## src/rtl/dtc_map.svh

```systemverilog
// register-free constants of the dual timer compare block
`ifndef DTC_MAP_SVH
`define DTC_MAP_SVH
`define DTC_CNT_W      16
`define DTC_CMP_N      4
`define DTC_CLR_FREE   3'h0
`define DTC_CLR_CMP_A  3'h1
`define DTC_CLR_CMP_B  3'h2
`define DTC_CLR_CMP_C  3'h3
`define DTC_CLR_CMP_D  3'h4
`define DTC_DIV_DFLT   1
`define DTC_DIV_W      16
`endif

```

## src/rtl/dtc_pkg.sv

```systemverilog
// shared types of the dual timer compare block
package dtc_pkg;
  typedef logic [2:0] dtc_clr_t;
  typedef logic [1:0] dtc_cmp_idx_t;
endpackage : dtc_pkg

```

## src/rtl/dtc_ch_if.sv

```systemverilog
// link between the pair controller and one counter channel
`timescale 1ns/100ps
interface dtc_ch_if #(parameter int W = 16);
  logic                 tick;
  logic                 run;
  logic                 load;
  logic [W-1:0]         loadVal;
  dtc_pkg::dtc_clr_t    clrSel;
  logic                 cmpWr;
  dtc_pkg::dtc_cmp_idx_t cmpIdx;
  logic [W-1:0]         cmpData;
  logic [W-1:0]         count;
  logic [3:0]           match;
  logic                 ovf;
  modport chan (input tick, run, load, loadVal, clrSel, cmpWr, cmpIdx, cmpData,
                output count, match, ovf);
  modport ctrl (output tick, run, load, loadVal, clrSel, cmpWr, cmpIdx, cmpData,
                input count, match, ovf);
endinterface : dtc_ch_if

```

## src/rtl/dtc_channel.sv

```systemverilog
// one 16-bit up-counter with four compare registers
`timescale 1ns/100ps
`include "dtc_map.svh"
module dtc_channel #(
  parameter int W = `DTC_CNT_W
) (
  // clock and reset
  input wire logic clk,
  input wire logic resetn,
  // controller side
  dtc_ch_if.chan   bus
);
  logic [W-1:0]            cnt_r;
  logic [W-1:0]            cnt_nxt;
  logic [3:0][W-1:0]       cmp_r;
  logic [3:0][W-1:0]       cmp_nxt;
  logic [3:0]              hit;
  logic                    clrHit;
  logic                    step;

  assign step = bus.tick & bus.run;

  genvar k;
  generate
    for (k = 0; k < `DTC_CMP_N; k++) begin : g_cmp
      assign hit[k] = step & (cnt_r == cmp_r[k]);
    end
  endgenerate

  always_comb begin
    case (bus.clrSel)
      `DTC_CLR_CMP_A: clrHit = hit[0];
      `DTC_CLR_CMP_B: clrHit = hit[1];
      `DTC_CLR_CMP_C: clrHit = hit[2];
      `DTC_CLR_CMP_D: clrHit = hit[3];
      default:        clrHit = 1'b0;
    endcase
  end

  always_comb begin
    cmp_nxt = cmp_r;
    if (bus.cmpWr) begin
      cmp_nxt[bus.cmpIdx] = bus.cmpData;
    end
    cnt_nxt = cnt_r;
    if (bus.load) begin
      cnt_nxt = bus.loadVal;
    end else if (step) begin
      // clear only at the chosen compare, otherwise wrap freely
      cnt_nxt = clrHit ? '0 : cnt_r + 1'b1;
    end
  end

  always_ff @(posedge clk) begin
    if (!resetn) begin
      cnt_r <= '0;
      cmp_r <= '1; // all ones keeps an unset compare from hitting at zero
    end else begin
      cnt_r <= cnt_nxt;
      cmp_r <= cmp_nxt;
    end
  end

  assign bus.count = cnt_r;
  assign bus.match = hit;
  assign bus.ovf   = step & ~bus.load & ~clrHit & (cnt_r == '1);
endmodule : dtc_channel

```

## src/rtl/dtc_top.sv

```systemverilog
// pair of compare counters with lockstep write and conversion trigger
`timescale 1ns/100ps
`include "dtc_map.svh"
// Contract
// reading a counter value port always shows its live count.
// lockstep flag low: a counter write changes only the addressed counter.
// lockstep flag high: a counter write loads the value into both counters.
// software selects which compare match clears a counter to zero.
// a counter may run as an internal timer with its pins undriven.
// a compare match can serve as the conversion start trigger.
// trigger select decides which matches start a conversion; others never do.
// each compare match and each overflow raises an interrupt request.
// a lockstep write lands in both counters in the same cycle.
module dtc_top #(
  parameter int W       = `DTC_CNT_W,
  parameter int CLK_DIV = `DTC_DIV_DFLT
) (
  // clock and reset
  input  wire logic             clk,
  input  wire logic             resetn,
  // counter write access
  input  wire logic             cntWrEn,
  input  wire logic             cntWrSel,
  input  wire logic [W-1:0]     cntWrData,
  input  wire logic             pairLockstepFlag,
  // compare register write access
  input  wire logic             cmpWrEn,
  input  wire logic             cmpWrSel,
  input  wire logic [1:0]       cmpWrIdx,
  input  wire logic [W-1:0]     cmpWrData,
  // mode control
  input  wire logic [1:0]       countRun,
  input  wire logic [2:0]       clearSel0,
  input  wire logic [2:0]       clearSel1,
  input  wire logic [7:0]       pinEnable,
  input  wire logic [7:0]       convTrigSel,
  // counter values
  output logic      [W-1:0]     firstCounterReg,
  output logic      [W-1:0]     secondCounterReg,
  // events
  output logic      [7:0]       compareIrq_r,
  output logic      [1:0]       overflowIrq_r,
  output logic                  convStart_r,
  // compare output pins
  output logic      [7:0]       cmpPin_r,
  output logic      [7:0]       cmpPinOe_r
);
  dtc_ch_if #(.W(W)) chBus [2] ();

  logic [`DTC_DIV_W-1:0] div_r;
  logic [`DTC_DIV_W-1:0] div_nxt;
  logic                  tick;
  logic [7:0]            allMatch;
  logic [1:0]            allOvf;
  logic [7:0]            compareIrq_nxt;
  logic [1:0]            overflowIrq_nxt;
  logic                  convStart_nxt;
  logic [7:0]            cmpPin_nxt;
  logic [7:0]            cmpPinOe_nxt;

  // count clock enable from the system clock divider
  assign tick = (div_r == '0);

  always_comb begin
    if (div_r == `DTC_DIV_W'(CLK_DIV - 1)) begin
      div_nxt = '0;
    end else begin
      div_nxt = div_r + 1'b1;
    end
  end

  always_ff @(posedge clk) begin
    if (!resetn) begin
      div_r <= '0;
    end else begin
      div_r <= div_nxt;
    end
  end

  genvar c;
  generate
    for (c = 0; c < 2; c++) begin : g_ch
      assign chBus[c].tick    = tick;
      assign chBus[c].run     = countRun[c];
      // one write strobe feeds both loads, so lockstep writes share a cycle
      assign chBus[c].load    = cntWrEn & (pairLockstepFlag | (cntWrSel == 1'(c)));
      assign chBus[c].loadVal = cntWrData;
      assign chBus[c].clrSel  = (c == 0) ? clearSel0 : clearSel1;
      assign chBus[c].cmpWr   = cmpWrEn & (cmpWrSel == 1'(c));
      assign chBus[c].cmpIdx  = cmpWrIdx;
      assign chBus[c].cmpData = cmpWrData;
      assign allMatch[4*c +: 4] = chBus[c].match;
      assign allOvf[c]          = chBus[c].ovf;

      dtc_channel #(.W(W)) dtc_channel_inst (
        .clk    (clk),
        .resetn (resetn),
        .bus    (chBus[c])
      );
    end
  endgenerate

  assign firstCounterReg  = chBus[0].count;
  assign secondCounterReg = chBus[1].count;

  always_comb begin
    compareIrq_nxt  = allMatch;
    overflowIrq_nxt = allOvf;
    convStart_nxt   = |(allMatch & convTrigSel);
    // a disabled pin stays low and undriven: internal timer use
    cmpPinOe_nxt    = pinEnable;
    cmpPin_nxt      = (cmpPin_r ^ allMatch) & pinEnable;
  end

  always_ff @(posedge clk) begin
    if (!resetn) begin
      compareIrq_r  <= '0;
      overflowIrq_r <= '0;
      convStart_r   <= 1'b0;
      cmpPin_r      <= '0;
      cmpPinOe_r    <= '0;
    end else begin
      compareIrq_r  <= compareIrq_nxt;
      overflowIrq_r <= overflowIrq_nxt;
      convStart_r   <= convStart_nxt;
      cmpPin_r      <= cmpPin_nxt;
      cmpPinOe_r    <= cmpPinOe_nxt;
    end
  end

  logic wrSolo0;
  logic wrSolo1;
  logic wrPair;
  assign wrSolo0 = cntWrEn & ~pairLockstepFlag & ~cntWrSel;
  assign wrSolo1 = cntWrEn & ~pairLockstepFlag & cntWrSel;
  assign wrPair  = cntWrEn & pairLockstepFlag;
endmodule : dtc_top

```

## config.mk

```make
export PLATFORM = sky130hd
export DESIGN_NAME = dtc_top
export DESIGN_NICKNAME = d
export VERILOG_FILES = /design/src/rtl/dtc_pkg.sv /design/src/rtl/dtc_ch_if.sv /design/src/rtl/dtc_channel.sv /design/src/rtl/dtc_top.sv
export VERILOG_INCLUDE_DIRS = /design/src /design/src/rtl
export SDC_FILE = /design/constraint.sdc
export NUM_CORES = 1
export LEC_CHECK = 0
export ABC_AREA = 1
export BUFFER_PORTS_ARGS = -buffer_cell sky130_fd_sc_hd__buf_2
export CORE_UTILIZATION = 60
export DETAILED_ROUTE_END_ITERATION = 10
export GPL_ROUTABILITY_DRIVEN = 0
export PLACE_DENSITY = 0.86
export SYNTH_ARGS = -nofsm -noshare
export SYNTH_HDL_FRONTEND = slang
export SYNTH_SLANG_ARGS = --single-unit
```

## constraint.sdc

```tcl
create_clock -name clk -period 3.3 [get_ports clk]
set_input_delay 0.66 -clock clk [delete_from_list [all_inputs] [get_ports clk]]
set_output_delay 0.66 -clock clk [all_outputs]
set_load 0.01 [all_outputs]
```

# Word level (Yosys, flattened, before mapping)
# Cells that the tools add are included.
dict set report op_classes {
  add_sub_neg 3
  n_lt_le_gt_ge 2
  eq_ne 18
  muxes 12
  n_bitwise 32
  n_reduce_logical 6
}
# operator count
set op_table {}
lappend op_table {{$bwmux W64} 2}
lappend op_table {{$eq A16 B16 Y1} 8}
lappend op_table {{$mux W16} 7}
lappend op_table {{$add A16 B1 Y16 const B} 3}
lappend op_table {{$demux W16 S2} 1}
lappend op_table {{$eq A16 B16 Y1 const B} 2}
lappend op_table {{$and A1 B1 Y1} 20}
lappend op_table {{$and A8 B8 Y8} 2}
lappend op_table {{$logic_not A16 Y1} 1}
lappend op_table {{$eq A3 B2 Y1 const B} 4}
lappend op_table {{$pmux W1 S4} 2}
lappend op_table {{$reduce_or A8 Y1} 1}
lappend op_table {{$xor A8 B8 Y8} 1}
lappend op_table {{$not A1 Y1} 7}
lappend op_table {{$eq A3 B1 Y1 const B} 2}
lappend op_table {{$eq A3 B3 Y1 const B} 2}
lappend op_table {{$reduce_bool A2 Y1} 2}
lappend op_table {{$lt A2 B3 Y1 const B} 1}
lappend op_table {{$ge A2 B1 Y1 const B} 1}
lappend op_table {{$or A1 B1 Y1} 2}
lappend op_table {{$reduce_or A2 Y1} 1}
lappend op_table {{$logic_and A1 B1 Y1} 1}
dict set report word_totals {
  register_bits 203
  in_bits 65
  out_inout_bits 59
  word_cells 89
}

# Logic depth before layout (Yosys ltp)
dict set report logic_depth {
  word_depth 7
  ltp_mapped 13
  depth_no_buf 12
}

# By module
# Synthesis repeated with hierarchy kept, for this count alone.
dict set report unflattened {
  cells_unflattened 1595
  area_unflattened_um2 10613.9
}
# module instances cells_per_inst area_per_inst_um2 seq_area_each_um2
set by_module_without_submodules {}
lappend by_module_without_submodules {dtc_channel 2 685 4456.8 1601.5}
lappend by_module_without_submodules {dtc_top 1 225 1700.4 860.8}

# Worst setup path before layout
# No wires, ideal clock.
dict set report synth_path {
  path_kind {register to register}
  startpoint {register g_ch[0].dtc_channel_inst.cnt_r[0]}
  endpoint {register g_ch[0].dtc_channel_inst.cnt_r[14]}
  setup_time_ns 0.069
  arrival_time_ns 1.716
  setup_slack_ns 1.515
  path_stages_with_launch 11
  n_path_buf 0
  period_less_slack_ns 1.785
  path_cell_list {dfxtp_1 -> ha_1 -> nand2_1 -> nor2_2 -> nand3_2 -> nor2_2 -> nand2_1 -> nor3_1 -> xor2_1 -> nand3_2 -> a21oi_2}
}
dict set report synth_between {
  elab_chain_cells 6
  elab_cells_between_ends 13
  classes_between {add/sub (1); eq/ne (4); mux (4); bitwise (4)}
}
# element line
set synth_lines {}
lappend synth_lines {{start: declaration} dtc_channel.sv:13} ;# logic [W-1:0] cnt_r;
lappend synth_lines {{start signal: assignment} dtc_channel.sv:59} ;# cnt_r <= cnt_nxt;
lappend synth_lines {{branches (longest 3 deep; another with $add A16 B1 Y16)} -}
lappend synth_lines {{$mux W16 *} dtc_channel.sv:50} ;# cnt_nxt = clrHit ? '0 : cnt_r + 1'b1;
lappend synth_lines {{$mux W16 *} dtc_channel.sv:48} ;# end else if (step) begin
lappend synth_lines {{$mux W16 *} dtc_channel.sv:46} ;# if (bus.load) begin
# Every way passes the cells marked *. The select of a mux whose other input is x is not followed.
# A chain may end at the register's enable or synchronous reset.

# Worst setup path in the final report
dict set report layout_path {
  startpoint {register g_ch[1].dtc_channel_inst.cnt_r[4]}
  endpoint {register g_ch[1].dtc_channel_inst.cnt_r[9]}
}
dict set report layout_between {
  elab_chain_cells 6
  elab_cells_between_ends 13
  classes_between {add/sub (1); eq/ne (4); mux (4); bitwise (4)}
}
# element line
set layout_lines {}
lappend layout_lines {{start: declaration} dtc_channel.sv:13}
lappend layout_lines {{start signal: assignment} dtc_channel.sv:59}
lappend layout_lines {{branches (longest 3 deep; another with $add A16 B1 Y16)} -}
lappend layout_lines {{$mux W16 *} dtc_channel.sv:50}
lappend layout_lines {{$mux W16 *} dtc_channel.sv:48}
lappend layout_lines {{$mux W16 *} dtc_channel.sv:46}
# Marks and branches as above.

==> results.cfg <==
[outcome]
outcome = finished, final reports clean

[timing]
hold_viol = 0
tightest_slew_ns = 0.6728
finClkSkew_ns = 0.01355
rsz0062_at_grt = false
slew_violations = 0
setup_viol = 0
fin_setup_tns_ns = 0
post-route-min-period_ns = 2.185
slew_headroom_pct = 55.04
finalCritPeriodShare_pct = 66.22
fmax_mhz = 457.6
setup_slack_ns = 1.115

[detailed_routing]
avgViaCountPerCell = 5.518
via_count = 10209
first_pass_iters = 6
routed_wl_um = 29800
drc_errors = 0
postRouteAntennaNets = 0
first_iter_violations = 959
routedWlPerCell_um = 16.11

[finish]
fin_nets = 1678
diodes = 0
fin_cells = 1850
final_common_cell = nand2_1
stdcell_area_mm2 = 0.01203
final_cell_mix = 456 x nand2_1, 203 x dfxtp_1, 180 x inv_1
area_growth_pct = 12.21
drive_gt1_share_pct = 15.82

[place]
dp.cells = 1810
port_buffers = 123
post-place-ws_ns = 0.9971
place_area_mm2 = 0.01125
hpwl_um = 20460

[grt]
grt_pass1_vias = 9631
grt-ovfl-total = 0
grt_max_degree = 137
grt_pass1_wl_um = 47790
grt_usage_pct = 32.89
grt_antenna_before_repair = 0

[power]
p_leak_nw = 5.784
cellPowerDensity_mw_per_mm2 = 490.2
peakVddDrop_mv = 0.4202
total_power_mw = 5.895

[floorplanning]
die-area_mm2 = 0.01840
ios = 124
core_mm2 = 0.01736
initial_core_util_pct = 61.75
rows = 48
die_w_um = 135.7
die_h_um = 135.7

[clock_network]
clock_path_buffers = 3
cts_resized = 0
cts_tree = done
clock-root-buffer = clkbuf_16
cts_made_buffers = 22
cts_hold_buf = 0
htree_levels = 1
clkTransAtPathRegs_ns = 0.06
cts_setup_buffers = 0
cts.sinks = 203
clk_latency_ns = 0.51

[yosys]
avgSynthCellArea_um2 = 6.946
syn_nets = 1612
ys_types = 42
yosys.area.top_type = dfxtp_1
synthTopCellsByArea = dfxtp_1 38%, nand2_1 16%, xor2_1 8.4%
yosysWarnings = 0
netlist_instances = 1543
synth_seq_area_share_pct = 37.92
ys_seq_elements = 203
synth_top_area_share_pct = 37.92
syn_area_mm2 = 0.01072

[setup_path]
worstSetupPathType = reg -> reg
ff2ff_path_depth = 8
critPathLaunchType = register
crit_required_ns = 3.74
regToRegSetupSlack_ns = 1.11
endpoint = g_ch[1].dtc_channel_inst.bus.count[9]
crit_chain = inv_2, nor4_1, nand2_1, o21ai_0, nand2_1, inv_1, nand3_2, a21oi_2
critical_path.most_common_cell = nand2_1
arrival_ns = 2.63
cp_slowest_cell = dfxtp_1
r2r_start = g_ch[1].dtc_channel_inst.bus.count[4]
crit_fanout = 10
cp-startpoint = g_ch[1].dtc_channel_inst.bus.count[4]
r2r-end = g_ch[1].dtc_channel_inst.bus.count[9]
cp-end-kind = register
slowest_delay_ns = 0.60

[hold_path]
hold_path_class = in -> reg

[flow_run]
drv_cap = 0
[metrics by stage]
step	utilization [%]	hold slack (ns)
6_report	69.29	0.3514
4_1_cts	69.29	0.3446
3_3_place_gp	64.81	0.4272
3_5_place_dp	64.81	0.4356
2_1_floorplan	-	0.4391
5_1_grt	69.29	0.3641
[kinds of logic after synthesis]
logic type / synth area share, %
simple gates: 32.45
buf+inv: 11.27
fa+ha+maj: 0.4670
compound gates: 9.479
xor+xnor: 8.417
flops: 37.92
[cell type report]
class                   count  area, um^2
inverters                 205       782.0
flip-flops and latches    203        4064
fillers                  1399        5330
clock inverters            12       142.6
multi-input cells        1048        5446
repair buffers            129       675.6
well taps                 225       281.5
clock buffers              28       634.4
[cell usage after synthesis (all sizes together)]
master and count:
nand2 459, dfxtp 203, inv 199, nor2 146, nand3 142, xor2 103, a21oi 51, clkbuf 46
o211ai 46, buf 41, o22ai 31, o21ai 21, nor3 19, nand4 14, clkinv 6, ha 4
o21a 4, nor4 3, and3 1, nand3b 1, nor3b 1, o31ai 1, or2 1
[where the power goes]
group	leakage, nW	total [mW]	internal (mW)	switching (mW)
clock	0.380	2.63	1.60	1.03
sequential	1.66	2.66	2.54	0.119
combinational	3.75	0.611	0.218	0.393
[per-layer routing]
metal	share of wire, %	track usage (%)	routed length, um	up-vias
li1	-	-	-	4970
met1	40	41.29	11970	4651
met2	46	53.71	13840	494
met3	9.3	6.809	2782	94
met4	4.1	15.61	1210	0
met5	0	0	0	-
[worst min path at each step]
stage / start / endpoint / cells past startpoint
finish: pinEnable[6] / cmpPinOe_r[6] / 3
floorplan: div_r[15] / div_r[15] / 2
global route: pinEnable[3] / cmpPinOe_r[3] / 3
detailed placement: cmpPin_r[5] / cmpPin_r[5] / 1
CTS: pinEnable[5] / cmpPinOe_r[5] / 3
global placement: cmpPin_r[5] / cmpPin_r[5] / 1
[state kept, by name (all words and copies together), names as in the netlist]
| signal | flops |
|---|---|
| g_ch.dtc_channel_inst.cmp_r | 128 |
| g_ch.dtc_channel_inst.bus.count | 32 |
| div_r | 16 |
| cmpPinOe_r | 8 |
| cmpPin_r | 8 |
| compareIrq_r | 8 |
| overflowIrq_r | 2 |
| convStart_r | 1 |
[critical path: cells and delay by family, from the launching register on]
kind | cells | cell delay, ns
AOI/OAI and AO/OA | 2 | 0.41
buffers and inverters | 2 | 0.22
DFF | 1 | 0.60
and+or+nand+nor | 4 | 0.89
Power figures use the tool's default switching activity.
